==> src/common/homing_pkg.sv <==
package homing_pkg;

  // Timing
  localparam int CLK_PERIOD_PS = 5000;
  localparam int MS_PS = 1000000000;
  localparam int MS_CYCLES = MS_PS / CLK_PERIOD_PS;

  // Register offsets on the plain port
  localparam logic [3:0] ADDR_METHOD = 4'h0;
  localparam logic [3:0] ADDR_RAMP = 4'h1;
  localparam logic [3:0] ADDR_FAST = 4'h2;
  localparam logic [3:0] ADDR_SLOW = 4'h3;
  localparam logic [3:0] ADDR_OFFSET = 4'h4;
  localparam logic [3:0] ADDR_WINDOW = 4'h5;
  localparam logic [3:0] ADDR_HOLD = 4'h6;
  localparam logic [3:0] ADDR_STATUS = 4'h7;

  // Values after reset and limits
  localparam logic [15:0] METHOD_RST = 16'h0000;
  localparam logic [15:0] RAMP_RST = 16'h01F4;
  localparam logic [15:0] FAST_RST = 16'h01F4;
  localparam logic [15:0] SLOW_RST = 16'h0064;
  localparam logic [31:0] OFFSET_RST = 32'h00000000;
  localparam logic [15:0] WINDOW_RST = 16'h0005;
  localparam logic [15:0] HOLD_RST = 16'h000A;
  localparam logic [15:0] METHOD_MAX = 16'h0063;

  // Status field positions
  localparam int ST_STATE_LSB = 0;
  localparam int ST_DRIVE_BIT = 3;
  localparam int ST_DONE_BIT = 4;
  localparam int ST_ERROR_BIT = 5;

  typedef enum logic [2:0] {
    ST_IDLE = 3'b000,
    ST_LEG1 = 3'b001,
    ST_LEG2 = 3'b010,
    ST_FINAL = 3'b011,
    ST_SETTLE = 3'b100,
    ST_DONE = 3'b101
  } state_t;

  typedef enum logic [1:0] {SW_HOME = 2'b00, SW_FWD = 2'b01, SW_REV = 2'b10} sw_sel_t;
  typedef enum logic [1:0] {FM_Z_QUAL = 2'b00, FM_Z_ANY = 2'b01, FM_SW_LOW = 2'b10} fin_mode_t;
  typedef enum logic [1:0] {GO_LEG1 = 2'b00, GO_LEG2 = 2'b01, GO_FINAL = 2'b10, GO_NOW = 2'b11} start_t;

  typedef struct packed {logic home; logic fwd; logic rev;} sw_t;
  typedef struct packed {logic fwd; logic fast; sw_sel_t watch; logic exit_high;} leg_t;
  typedef struct packed {logic fwd; logic fast; sw_sel_t watch; fin_mode_t mode;} fin_t;
  typedef struct packed {logic valid; start_t start; leg_t leg1; leg_t leg2; fin_t fin;} plan_t;

endpackage

==> src/logic/servo_homing_sequencer.sv <==
// Operation
// RULE1: Method 0..99 selects procedure; writable only while drive disabled; effective at once.
// RULE2: Speed ramps up and down with programmable ramp time in ms, default 500.
// RULE3: First (fast) homing speed in rpm, default 500, used for coarse search.
// RULE4: Second (slow) homing speed in rpm, default 100, used for final approach.
// RULE5: Done only when inside zero window, speed reference zero, held for hold time.
// RULE6: Method 1, negative limit low: reverse fast, on high forward slow, index while low.
// RULE7: Method 1, negative limit high: forward slow, zero at index once limit low.
// RULE8: Method 2, positive limit low: forward fast, on high reverse slow, index while low.
// RULE9: Method 2, positive limit high: reverse slow, zero at index once limit low.
// RULE10: Method 3: forward fast until home high, then reverse slow, index with home low.
// RULE11: Method 4, home low: forward fast, on high reverse slow, next index is zero.
// RULE12: Method 4, home high: reverse slow, forward fast, reverse slow, first index zero.
// RULE13: Method 5, home high: forward slow, zero at first index with home low.
// RULE14: Method 5, home low: reverse fast, on high forward slow, index with home low.
// RULE15: Method 6, home high: forward slow, reverse fast, forward slow, first index zero.
// RULE16: Method 6, home low: reverse fast, on high forward slow, first index zero.
// RULE17: Methods 17 and 18 home on negative and positive limit without index.
// RULE18: Methods 33 and 34 home on index only; method 35 takes current position.
// RULE19: Run starts on trigger rising; case chosen from switch levels sampled then.
// RULE20: At zero point the signed 32-bit offset is loaded into the position reference.
`timescale 1ns/100ps
module servo_homing_sequencer #(
  parameter int MS_CYCLES = homing_pkg::MS_CYCLES
) (
  input wire logic mclk, // 200 MHz clock
  input wire logic reset_n, // Async reset, active low
  input wire logic drive_enable, // Drive enabled, pin
  input wire logic homing_trigger_input, // Start homing, pin
  input wire logic home_switch_input, // Home switch, pin
  input wire logic forward_limit_input, // Positive limit switch, pin
  input wire logic reverse_limit_input, // Negative limit switch, pin
  input wire logic index_pulse, // Encoder index, pin
  input wire logic [31:0] encoder_position, // Axis position, same clock
  input wire logic [31:0] position_speed_reference, // Position-mode speed ref, same clock
  input wire logic [3:0] reg_addr, // Register address
  input wire logic [31:0] reg_wdata, // Write data
  input wire logic reg_wr, // Write strobe
  input wire logic reg_rd, // Read strobe
  output logic [31:0] reg_rdata, // Read data, cycle after strobe
  output logic signed [16:0] velocity_cmd, // Signed speed command, rpm
  output logic position_load, // One-cycle load of position reference
  output logic [31:0] position_load_value, // Value to load
  output logic homing_done_output // Homing complete
);

  logic [5:0] sync1_reg;
  logic [5:0] sync2_reg;
  logic trig_d_reg;
  logic idx_d_reg;
  homing_pkg::sw_t sw;
  logic drive_en;
  logic trig_rise;
  logic idx_rise;

  always_ff @(posedge mclk or negedge reset_n) begin
    if (!reset_n) begin
      sync1_reg <= 6'h00;
      sync2_reg <= 6'h00;
      trig_d_reg <= 1'b0;
      idx_d_reg <= 1'b0;
    end else begin
      sync1_reg <= {drive_enable, homing_trigger_input, home_switch_input,
                    forward_limit_input, reverse_limit_input, index_pulse};
      sync2_reg <= sync1_reg;
      trig_d_reg <= sync2_reg[4];
      idx_d_reg <= sync2_reg[0];
    end
  end

  assign drive_en = sync2_reg[5];
  assign sw = sync2_reg[3:1];
  assign trig_rise = sync2_reg[4] & ~trig_d_reg;
  assign idx_rise = sync2_reg[0] & ~idx_d_reg;

  // Registers
  logic [15:0] method_reg;
  logic [15:0] ramp_time_reg;
  logic [15:0] fast_speed_reg;
  logic [15:0] slow_speed_reg;
  logic [31:0] offset_reg;
  logic [15:0] window_reg;
  logic [15:0] hold_time_reg;
  logic [31:0] rdata_reg;
  logic error_reg;
  logic done_reg;
  homing_pkg::state_t state_reg;

  always_ff @(posedge mclk or negedge reset_n) begin
    if (!reset_n) begin
      method_reg <= homing_pkg::METHOD_RST;
      ramp_time_reg <= homing_pkg::RAMP_RST;
      fast_speed_reg <= homing_pkg::FAST_RST;
      slow_speed_reg <= homing_pkg::SLOW_RST;
      offset_reg <= homing_pkg::OFFSET_RST;
      window_reg <= homing_pkg::WINDOW_RST;
      hold_time_reg <= homing_pkg::HOLD_RST;
    end else if (reg_wr) begin
      case (reg_addr)
        homing_pkg::ADDR_METHOD: begin
          if (!drive_en && reg_wdata[15:0] <= homing_pkg::METHOD_MAX) begin
            method_reg <= reg_wdata[15:0]; // RULE1
          end
        end
        homing_pkg::ADDR_RAMP: ramp_time_reg <= {1'b0, reg_wdata[14:0]}; // RULE2
        homing_pkg::ADDR_FAST: fast_speed_reg <= {1'b0, reg_wdata[14:0]}; // RULE3
        homing_pkg::ADDR_SLOW: slow_speed_reg <= {1'b0, reg_wdata[14:0]}; // RULE4
        homing_pkg::ADDR_OFFSET: offset_reg <= reg_wdata; // RULE20
        homing_pkg::ADDR_WINDOW: window_reg <= {1'b0, reg_wdata[14:0]};
        homing_pkg::ADDR_HOLD: hold_time_reg <= {1'b0, reg_wdata[14:0]};
        default: ;
      endcase
    end
  end

  always_ff @(posedge mclk or negedge reset_n) begin
    if (!reset_n) begin
      rdata_reg <= 32'h00000000;
    end else if (reg_rd) begin
      case (reg_addr)
        homing_pkg::ADDR_METHOD: rdata_reg <= {16'h0000, method_reg};
        homing_pkg::ADDR_RAMP: rdata_reg <= {16'h0000, ramp_time_reg};
        homing_pkg::ADDR_FAST: rdata_reg <= {16'h0000, fast_speed_reg};
        homing_pkg::ADDR_SLOW: rdata_reg <= {16'h0000, slow_speed_reg};
        homing_pkg::ADDR_OFFSET: rdata_reg <= offset_reg;
        homing_pkg::ADDR_WINDOW: rdata_reg <= {16'h0000, window_reg};
        homing_pkg::ADDR_HOLD: rdata_reg <= {16'h0000, hold_time_reg};
        homing_pkg::ADDR_STATUS: rdata_reg <= {26'h0, error_reg, done_reg,
                                               drive_en, state_reg};
        default: rdata_reg <= 32'h00000000;
      endcase
    end else begin
      rdata_reg <= 32'h00000000;
    end
  end

  // Motion plan per method and sampled switch levels
  function automatic homing_pkg::leg_t mk_leg(input logic f, input logic fa,
                                              input homing_pkg::sw_sel_t w, input logic e);
    mk_leg = {f, fa, w, e};
  endfunction

  function automatic homing_pkg::fin_t mk_fin(input logic f, input homing_pkg::sw_sel_t w,
                                              input homing_pkg::fin_mode_t m);
    mk_fin = {f, 1'b0, w, m};
  endfunction

  function automatic homing_pkg::plan_t make_plan(input logic [15:0] m,
                                                  input homing_pkg::sw_t s);
    homing_pkg::plan_t p;
    p = '0;
    p.valid = 1'b1;
    case (m)
      16'h0001: begin
        p.leg2 = mk_leg(1'b0, 1'b1, homing_pkg::SW_REV, 1'b1); // RULE6
        p.fin = mk_fin(1'b1, homing_pkg::SW_REV, homing_pkg::FM_Z_QUAL); // RULE6
        p.start = s.rev ? homing_pkg::GO_FINAL : homing_pkg::GO_LEG2; // RULE7
      end
      16'h0002: begin
        p.leg2 = mk_leg(1'b1, 1'b1, homing_pkg::SW_FWD, 1'b1); // RULE8
        p.fin = mk_fin(1'b0, homing_pkg::SW_FWD, homing_pkg::FM_Z_QUAL); // RULE8
        p.start = s.fwd ? homing_pkg::GO_FINAL : homing_pkg::GO_LEG2; // RULE9
      end
      16'h0003: begin
        p.leg2 = mk_leg(1'b1, 1'b1, homing_pkg::SW_HOME, 1'b1); // RULE10
        p.fin = mk_fin(1'b0, homing_pkg::SW_HOME, homing_pkg::FM_Z_QUAL); // RULE10
        p.start = s.home ? homing_pkg::GO_FINAL : homing_pkg::GO_LEG2; // RULE10
      end
      16'h0004: begin
        p.leg1 = mk_leg(1'b0, 1'b0, homing_pkg::SW_HOME, 1'b0); // RULE12
        p.leg2 = mk_leg(1'b1, 1'b1, homing_pkg::SW_HOME, 1'b1); // RULE11
        p.fin = mk_fin(1'b0, homing_pkg::SW_HOME, homing_pkg::FM_Z_ANY); // RULE11
        p.start = s.home ? homing_pkg::GO_LEG1 : homing_pkg::GO_LEG2; // RULE12
      end
      16'h0005: begin
        p.leg2 = mk_leg(1'b0, 1'b1, homing_pkg::SW_HOME, 1'b1); // RULE14
        p.fin = mk_fin(1'b1, homing_pkg::SW_HOME, homing_pkg::FM_Z_QUAL); // RULE13
        p.start = s.home ? homing_pkg::GO_FINAL : homing_pkg::GO_LEG2; // RULE13
      end
      16'h0006: begin
        p.leg1 = mk_leg(1'b1, 1'b0, homing_pkg::SW_HOME, 1'b0); // RULE15
        p.leg2 = mk_leg(1'b0, 1'b1, homing_pkg::SW_HOME, 1'b1); // RULE16
        p.fin = mk_fin(1'b1, homing_pkg::SW_HOME, homing_pkg::FM_Z_ANY); // RULE16
        p.start = s.home ? homing_pkg::GO_LEG1 : homing_pkg::GO_LEG2; // RULE15
      end
      16'h0011: begin
        p.leg2 = mk_leg(1'b0, 1'b1, homing_pkg::SW_REV, 1'b1); // RULE17
        p.fin = mk_fin(1'b1, homing_pkg::SW_REV, homing_pkg::FM_SW_LOW); // RULE17
        p.start = s.rev ? homing_pkg::GO_FINAL : homing_pkg::GO_LEG2;
      end
      16'h0012: begin
        p.leg2 = mk_leg(1'b1, 1'b1, homing_pkg::SW_FWD, 1'b1); // RULE17
        p.fin = mk_fin(1'b0, homing_pkg::SW_FWD, homing_pkg::FM_SW_LOW); // RULE17
        p.start = s.fwd ? homing_pkg::GO_FINAL : homing_pkg::GO_LEG2;
      end
      16'h0021: begin
        p.fin = mk_fin(1'b0, homing_pkg::SW_HOME, homing_pkg::FM_Z_ANY); // RULE18
        p.start = homing_pkg::GO_FINAL;
      end
      16'h0022: begin
        p.fin = mk_fin(1'b1, homing_pkg::SW_HOME, homing_pkg::FM_Z_ANY); // RULE18
        p.start = homing_pkg::GO_FINAL;
      end
      16'h0023: p.start = homing_pkg::GO_NOW; // RULE18
      default: p.valid = 1'b0;
    endcase
    return p;
  endfunction

  function automatic logic watch_lvl(input homing_pkg::sw_sel_t w, input homing_pkg::sw_t s);
    case (w)
      homing_pkg::SW_FWD: watch_lvl = s.fwd;
      homing_pkg::SW_REV: watch_lvl = s.rev;
      default: watch_lvl = s.home;
    endcase
  endfunction

  homing_pkg::plan_t plan_reg;
  homing_pkg::plan_t new_plan;
  logic idle_like;
  logic trig_go;
  logic fin_hit;
  logic zero_event;
  logic hold_ok;

  assign new_plan = make_plan(method_reg, sw); // RULE19
  assign idle_like = (state_reg == homing_pkg::ST_IDLE) || (state_reg == homing_pkg::ST_DONE);
  assign trig_go = trig_rise && drive_en && idle_like; // RULE19

  always_comb begin
    case (plan_reg.fin.mode)
      homing_pkg::FM_Z_QUAL: fin_hit = idx_rise && !watch_lvl(plan_reg.fin.watch, sw);
      homing_pkg::FM_SW_LOW: fin_hit = !watch_lvl(plan_reg.fin.watch, sw);
      default: fin_hit = idx_rise;
    endcase
  end

  assign zero_event = ((state_reg == homing_pkg::ST_FINAL) && fin_hit) ||
                      (trig_go && new_plan.valid && new_plan.start == homing_pkg::GO_NOW);

  always_ff @(posedge mclk or negedge reset_n) begin
    if (!reset_n) begin
      state_reg <= homing_pkg::ST_IDLE;
      plan_reg <= '0;
      error_reg <= 1'b0;
    end else if (!drive_en && !idle_like) begin
      state_reg <= homing_pkg::ST_IDLE;
    end else begin
      case (state_reg)
        homing_pkg::ST_IDLE, homing_pkg::ST_DONE: begin
          if (trig_go) begin
            plan_reg <= new_plan;
            error_reg <= !new_plan.valid;
            if (new_plan.valid) begin
              case (new_plan.start)
                homing_pkg::GO_LEG1: state_reg <= homing_pkg::ST_LEG1;
                homing_pkg::GO_LEG2: state_reg <= homing_pkg::ST_LEG2;
                homing_pkg::GO_FINAL: state_reg <= homing_pkg::ST_FINAL;
                default: state_reg <= homing_pkg::ST_SETTLE; // RULE18
              endcase
            end
          end
        end
        homing_pkg::ST_LEG1: begin
          if (watch_lvl(plan_reg.leg1.watch, sw) == plan_reg.leg1.exit_high) begin
            state_reg <= homing_pkg::ST_LEG2; // RULE12
          end
        end
        homing_pkg::ST_LEG2: begin
          if (watch_lvl(plan_reg.leg2.watch, sw) == plan_reg.leg2.exit_high) begin
            state_reg <= homing_pkg::ST_FINAL;
          end
        end
        homing_pkg::ST_FINAL: begin
          if (fin_hit) begin
            state_reg <= homing_pkg::ST_SETTLE;
          end
        end
        homing_pkg::ST_SETTLE: begin
          if (hold_ok) begin
            state_reg <= homing_pkg::ST_DONE; // RULE5
          end
        end
        default: state_reg <= homing_pkg::ST_IDLE;
      endcase
    end
  end

  logic load_reg;
  logic [31:0] load_value_reg;

  always_ff @(posedge mclk or negedge reset_n) begin
    if (!reset_n) begin
      load_reg <= 1'b0;
      load_value_reg <= 32'h00000000;
    end else begin
      load_reg <= zero_event; // RULE20
      if (zero_event) begin
        load_value_reg <= offset_reg; // RULE20
      end
    end
  end

  // Speed target and ramp
  logic moving;
  logic tgt_fwd;
  logic tgt_fast;
  logic [15:0] tgt_mag;
  logic signed [16:0] tgt_vel;

  always_comb begin
    moving = 1'b1;
    tgt_fwd = plan_reg.fin.fwd;
    tgt_fast = 1'b0;
    case (state_reg)
      homing_pkg::ST_LEG1: begin
        tgt_fwd = plan_reg.leg1.fwd;
        tgt_fast = plan_reg.leg1.fast;
      end
      homing_pkg::ST_LEG2: begin
        tgt_fwd = plan_reg.leg2.fwd;
        tgt_fast = plan_reg.leg2.fast;
      end
      homing_pkg::ST_FINAL: tgt_fast = 1'b0;
      default: moving = 1'b0;
    endcase
    tgt_mag = !moving ? 16'h0000 : (tgt_fast ? fast_speed_reg : slow_speed_reg); // RULE3 RULE4
    tgt_vel = tgt_fwd ? $signed({1'b0, tgt_mag}) : -$signed({1'b0, tgt_mag});
  end

  // Rate is first speed per ramp time; stepping through zero handles reversals
  logic [33:0] acc_reg;
  logic [33:0] ramp_thresh;
  logic [33:0] acc_sum;
  logic signed [16:0] vel_reg;

  assign ramp_thresh = 34'(ramp_time_reg) * 34'(MS_CYCLES);
  assign acc_sum = acc_reg + ((fast_speed_reg == 16'h0000) ? 34'h1 : 34'(fast_speed_reg));

  always_ff @(posedge mclk or negedge reset_n) begin
    if (!reset_n) begin
      acc_reg <= 34'h0;
      vel_reg <= 17'sh0;
    end else if (ramp_time_reg == 16'h0000 || vel_reg == tgt_vel) begin
      vel_reg <= tgt_vel;
      acc_reg <= 34'h0;
    end else if (acc_sum >= ramp_thresh) begin
      acc_reg <= acc_sum - ramp_thresh;
      vel_reg <= (vel_reg < tgt_vel) ? vel_reg + 17'sh1 : vel_reg - 17'sh1; // RULE2
    end else begin
      acc_reg <= acc_sum;
    end
  end

  // Completion: inside window, no speed reference, held for hold time
  logic signed [32:0] pos_diff;
  logic [32:0] pos_mag;
  logic settle_cond;
  logic settling;
  logic [31:0] ms_cnt_reg;
  logic [15:0] hold_ms_reg;

  assign pos_diff = $signed({encoder_position[31], encoder_position}) -
                    $signed({offset_reg[31], offset_reg});
  assign pos_mag = pos_diff[32] ? 33'(-pos_diff) : 33'(pos_diff);
  assign settle_cond = (pos_mag <= 33'(window_reg)) && (position_speed_reference == 32'h0);
  assign settling = (state_reg == homing_pkg::ST_SETTLE) || (state_reg == homing_pkg::ST_DONE);
  assign hold_ok = settling && settle_cond && (hold_ms_reg >= hold_time_reg); // RULE5

  always_ff @(posedge mclk or negedge reset_n) begin
    if (!reset_n) begin
      ms_cnt_reg <= 32'h0;
      hold_ms_reg <= 16'h0000;
    end else if (!settling || !settle_cond) begin
      ms_cnt_reg <= 32'h0;
      hold_ms_reg <= 16'h0000;
    end else if (ms_cnt_reg == 32'(MS_CYCLES - 1)) begin
      ms_cnt_reg <= 32'h0;
      if (hold_ms_reg != 16'hFFFF) begin
        hold_ms_reg <= hold_ms_reg + 16'h0001;
      end
    end else begin
      ms_cnt_reg <= ms_cnt_reg + 32'h1;
    end
  end

  always_ff @(posedge mclk or negedge reset_n) begin
    if (!reset_n) begin
      done_reg <= 1'b0;
    end else begin
      done_reg <= hold_ok; // RULE5
    end
  end

  assign reg_rdata = rdata_reg;
  assign velocity_cmd = vel_reg;
  assign position_load = load_reg;
  assign position_load_value = load_value_reg;
  assign homing_done_output = done_reg;
endmodule // servo_homing_sequencer

==> config.mk <==
export PLATFORM = sky130hd
export DESIGN_NAME = servo_homing_sequencer
export DESIGN_NICKNAME = d
export VERILOG_FILES = /design/src/common/homing_pkg.sv /design/src/logic/servo_homing_sequencer.sv
export SDC_FILE = /design/constraint.sdc
export NUM_CORES = 1
export LEC_CHECK = 0
export BUFFER_PORTS_ARGS = -buffer_cell sky130_fd_sc_hd__buf_2
export CAP_MARGIN = 40
export CORE_MARGIN = 10
export CORE_UTILIZATION = 30
export DETAILED_ROUTE_END_ITERATION = 16
export MAX_ROUTING_LAYER = met4
export REMOVE_ABC_BUFFERS = 1
export SLEW_MARGIN = 5
export SYNTH_ARGS = -nofsm -noshare
export SYNTH_HDL_FRONTEND = slang
export SYNTH_SLANG_ARGS = --single-unit
==> constraint.sdc <==
create_clock -name mclk -period 8 [get_ports mclk]
set_clock_uncertainty 0.2 [all_clocks]
set_input_delay 0.4 -clock mclk [delete_from_list [all_inputs] [get_ports mclk]]
set_output_delay 0.4 -clock mclk [all_outputs]
set_load 0.1 [all_outputs]
---- Word level (Yosys, flattened, before mapping) ----
Cells that the tools add are included.
operators by class
  reduce and logical (&&, ||, !) cells .... 55
  $mul .................................... 1
  bitwise gates (word level) .............. 5
  $lt $le $gt $ge ......................... 5
  eq/ne operators ......................... 44
  $add $sub $neg .......................... 9
  muxes and demuxes ....................... 48
operators with widths
  kind                    count
  $pmux 32 s8             1
  $mux 32                 3
  $mux 17                 4
  $mux 34                 2
  $eq 16x3->1 const B     3
  $eq 16x6->1 const B     3
  $mux 16                 3
  $mux 15                 3
  $pmux 6 s7              1
  $add 34x15->34          1
  $ge 34x33->1            1
  $sub 34x33->34          1
  $le 33x15->1            1
  $mux 33                 1
  $neg 33->33             1
  $sub 32x32->33          1
  $add 32x1->32 const B   1
  $eq 16x2->1 const B     2
  $eq 16x5->1 const B     2
  $eq 32x18->1 const B    1
  $logic_not 16->1        2
  $logic_not 32->1        1
  $mul 15x12->27 const B  1
  $mux 3                  7
  other kinds (44)        120
word-level totals
  output and inout bits ................... 83
  register bits after elaboration ......... 321

---- Depth between registers and ports, before layout ----
  depth after elaboration ................. 10
  gate-level depth with buffers ........... 35

---- Worst setup path after synthesis ----
No wires, ideal clock.
  path type ............................... reg2reg
  from .................................... register ramp_time_reg[2]
  to ...................................... register vel_reg[14], in the netlist velocity_cmd[14]
  data required time ...................... 7.667 ns
  period minus slack after synthesis ...... 7.362 ns
  data arrival time ....................... 7.029 ns
  slack ................................... 0.638 ns
  library setup time ...................... 0.133 ns
  stages on the path, launching flop included .. 36
  cells stage by stage .................... dfstp_2 > ha_1 > ha_1 > fa_1 > ha_1 > inv_1 > fa_1 > inv_1 > ha_1 > a21o_1 > a21oi_1 > o21bai_1 > a21oi_1 > o21ai_0 > a211oi_1 > o21ai_0 > o2111ai_1 > nand3_1 > o41a_1 > a21o_1 > a21oi_1 > xor2_1 > ha_1 > and4_1 > nand2_1 > nor2_1 > nand4_1 > o21ai_0 > a21oi_1 > o21ai_0 > nor3b_1 > clkbuf_1 > clkbuf_1 > nor2_1 > a211oi_1 > a21oi_1
between the ends
  longest elaborated chain between the ends .. 3
  elaborated cells between the ends (all ways) .. 6
ends and longest elaborated chain
  what                                                           line                                                          text
  from (decl)                                                    servo_homing_sequencer.sv:78                                  logic [15:0] ramp_time_reg;
  from (signal assigned)                                         servo_homing_sequencer.sv:92                                  ramp_time_reg <= homing_pkg::RAMP_RST;
  from (signal assigned)                                         servo_homing_sequencer.sv:105                                 homing_pkg::ADDR_RAMP: ramp_time_reg <= {1'b0, reg_wdata[14:0]};
  $mul 15x12->27 / $logic_not 16->1 (equally long branches)      servo_homing_sequencer.sv:337, servo_homing_sequencer.sv:344
  $ge 34x33->1 / $logic_or 1x1->1 (equally long branches)        servo_homing_sequencer.sv:347, servo_homing_sequencer.sv:344
  $reduce_bool 2->1 (no line) / $mux 17 (equally long branches)  n/a
  to (signal assigned)                                           servo_homing_sequencer.sv:345                                 vel_reg <= tgt_vel;
  to (signal assigned)                                           servo_homing_sequencer.sv:349                                 vel_reg <= (vel_reg < tgt_vel) ? vel_reg + 17'sh1 : vel_reg - 17'sh1;
  to (decl)                                                      servo_homing_sequencer.sv:335                                 logic signed [16:0] vel_reg;
Parallel ways exist; a longest one is shown, timed or not.
A chain may end at the register's enable or synchronous reset.

---- Final worst setup path ----
  from .................................... register ramp_time_reg[2]
  to ...................................... register vel_reg[2], in the netlist velocity_cmd[2]
Same word-level chain as after synthesis.

==> metrics list <==
- For this run, the total global-route usage over all layers was measured as 15.7%.
* Die Span Y: 305 um
* Portion of the clock cycle consumed by the worst path in the final layout: 93.7%
- In this run the worst path has a maximum fanout of 12.
- For this run, the share of the core covered by cells in the final layout is 35.2%.
* Number of DRC violations after detailed routing: 0
* Worst path slowest cell: sky130_fd_sc_hd__dfstp_2
- Total clock buffers created by CTS: 37
* Worst slew margin relative to its limit: 41.8%
- The synthesized design spends more area on one cell type than any other, namely sky130_fd_sc_hd__dfrtp_1.
- In the synthesized netlist the dominant register cell turns out to be sky130_fd_sc_hd__dfrtp_1.
- Xor and xnor area share after synthesis: 6.38%
- The run finished with clean final reports.
- After synthesis, the largest family of logic cells by area is adder cells.
- Part of the Yosys area used for sequential elements: 32.5%
- The smallest clock period supported by the final layout is computed as 7.49 ns.
- Final hold slack: 0.0398 ns
* Hold WC Path Type: in -> reg
* Die area: 0.0932 mm2
* Antenna-violating nets left: 0
* Final HPWL DP: 57.2 mm
* Boundary Pins: 193
- Area of combinational cells with multiple inputs: 0.0153 mm2
- In the final timing run, aggregate negative setup slack is 0 ns.
- Averaged over all synthesized cells, the footprint is 9.25 um2.
- Clock-pin slew was measured on the worst setup and hold paths at 0.06 ns.
* Maximum single-stage delay on the critical path: 0.60 ns
- Clock sink count: 316
* Synth top area cells: sky130_fd_sc_hd__dfrtp_1 30%, sky130_fd_sc_hd__ha_1 13%, sky130_fd_sc_hd__mux2_2 7.2%
- Area of the mapped netlist: 0.0244 mm2
- Area share of and/or/nand/nor cells after synthesis: 16.4%
- Router iterations before antenna repair: 5
- Final setup fails: 0
- Input/output buffers: 192
- Counting distinct cell types in the post-synthesis netlist gives 95.
* Number of warnings issued by yosys: 0
* Horiz. Die Dim: 305 um
- Filler Cells Inserted: 8224
- Of the post-synthesis cell area, the dominant cell type holds 30.4%.
* Total via count in the routed design: 20400
- For the worst setup path, the data arrival time is 7.70 ns.
- The finished cells cover 0.0284 mm2.
- In this run the clock root is driven by a sky130_fd_sc_hd__clkbuf_16.
* Compound-gate portion of the synthesized area: 15.4%
- Entering global routing, the biggest net connects 133 pins.
- Synthesis inferred 316 register bits.
* Mux cell area share after synthesis: 7.93%
- The critical path is of the reg -> reg type.
- In the final routed layout, each cell accounts on average for 18.7 um.
* Number of maximum-capacitance violations: 0
- CTS max path bufs: 3
* Tightest Pin Transition: 0.866 ns
- Post-synth EDFFs: 0
* Number of antenna violations at the first check in global routing: 15
* Flip-flop and latch area: 0.00793 mm2
- Final net count: 3249
- By instance count, the leading cell after synthesis is sky130_fd_sc_hd__dfrtp_1.
* Wire length of the first global-routing pass: 116 mm
- Critical path endpoint category: register
* Cell types with the highest counts after synthesis: 297 x sky130_fd_sc_hd__dfrtp_1, 250 x sky130_fd_sc_hd__ha_1, 230 x sky130_fd_sc_hd__nor2_1
* Starting Density: 30.3%
- For this run the aggregate overflow at the end of global routing stands at 0.
- Area after DPL: 0.0267 mm2
- Clock tree from TritonCTS: built
- Placement row count: 104
* Required time of the critical path: 8.21 ns
- The clock tree synthesis step divided the H-tree into 2 levels.
- Synthesis handed over a netlist of 2640 instances.
* Crit-path most repeated cell: sky130_fd_sc_hd__ha_1
- The number of max-slew violations in the final report is 0.
- Routed wire length: 73.9 mm
- Share of flip-flops with an asynchronous set or reset after synthesis: 100%
- Number of violations reported at the end of detailed-routing iteration 0: 1307
* Largest register FFs: 34
- RD Place Congestion: 0.930
- The via count of the first global-routing pass came to 20100.
* Area added between synthesis and finish: 16.3%
- Timing would allow up to 133 MHz.
* Adder-cell area share of the yosys netlist: 16.4%
* Vias per Instance: 5.17
- Insertion delay to the later sink of the worst-skew pair: 0.56 ns
- Core area: 0.0805 mm2
* Final Hold Viols: 0
* Share of cells above drive strength 1: 18.6%
- Crit path launch type: register
## cell usage in the layout, fill, tap and decap left out, types with 45 or more instances in the layout
cell / n
sky130_fd_sc_hd__inv_1: 214
sky130_fd_sc_hd__xnor2_1: 102
sky130_fd_sc_hd__nor2_1: 228
sky130_fd_sc_hd__nand2_1: 165
sky130_fd_sc_hd__nor3_1: 53
sky130_fd_sc_hd__mux2_2: 156
sky130_fd_sc_hd__ha_1: 250
sky130_fd_sc_hd__nand3_1: 72
sky130_fd_sc_hd__o21ai_0: 83
sky130_fd_sc_hd__and3_1: 56
sky130_fd_sc_hd__xor2_1: 74
sky130_fd_sc_hd__dfrtp_1: 297
sky130_fd_sc_hd__nor2b_1: 45
sky130_fd_sc_hd__buf_2: 192
sky130_fd_sc_hd__a21o_1: 54
sky130_fd_sc_hd__a21oi_1: 163
## final cells by class
| type | count | share of cell area, % |
|---|---|---|
| Clock inverter | 23 | 1.04 |
| Timing Repair Buffer | 264 | 5.69 |
| Clock buffer | 45 | 3.66 |
| Tap cell | 1060 | 4.67 |
| Multi-Input combinational cell | 2012 | 54.1 |
| Antenna cell | 15 | 0.132 |
| Sequential cell | 316 | 27.9 |
| Inverter | 214 | 2.83 |
## path summary, 6_finish.rpt
path                                  start                 endpoint  slack (ns)  depth (start not counted)
max                        ramp_time_reg[2]          velocity_cmd[2]        0.51                         36
min in group asynchronous           reset_n  position_load_value[14]        0.25                          2
max reg2reg                ramp_time_reg[2]          velocity_cmd[2]        0.51                         36
max in group asynchronous           reset_n             reg_rdata[6]        5.61                          4
min                            reg_wdata[4]            method_reg[4]        0.04                          3
min reg2reg                    sync1_reg[4]             sync2_reg[4]        0.15                          0
## routing by layer
layer	vias to the layer above	global-route usage, %	wire length, um	part of all wire [%]
li1	9847	-	-	-
met1	9988	20.7	34100	46
met2	484	23.9	33000	45
met3	96	3.74	5170	7.0
met4	0	4.06	1670	2.3
met5	-	-	0	0
## kinds of logic (layout without fill, tap and decap cells)
group                    Yosys count  after routing
AO/OA/AOI/OAI                    564            564
buffers and inverters            312            546
multiplexers                     174            174
other                              0             15
XOR/XNOR                         177            177
adder cells (fa/ha/maj)          294            294
AND/OR/NAND/NOR                  803            803
flip-flops                       316            316
## what timing repair did
action	4_1_cts	5_1_grt
setup endpoints to repair	0	44
gates resized for setup	0	15
buffers inserted	0	4
endpoints found under the hold margin	102	0
hold buffers	25	0
## critical path: cells and delay by family (launching register included)
kind | cells | cell delay (ns)
AO/OA/AOI/OAI | 16 | 2.47
adder cells (fa/ha/maj) | 7 | 2.40
AND/OR/NAND/NOR | 7 | 0.86
buffers and inverters | 5 | 0.62
flip-flops | 1 | 0.60
XOR/XNOR | 1 | 0.18
## metrics by stage
step | std cells | setup WS [ns]
after floorplan | 2542 | -2.37
after global placement | 3832 | 0.323
after detailed placement | 3835 | 0.183
after CTS | 3928 | 0.139
after global routing | 3947 | -0.0410
final | 3949 | 0.508
Power is not shown: default switching activity piles up to over one toggle a cycle in this logic, so the estimate is an artifact.
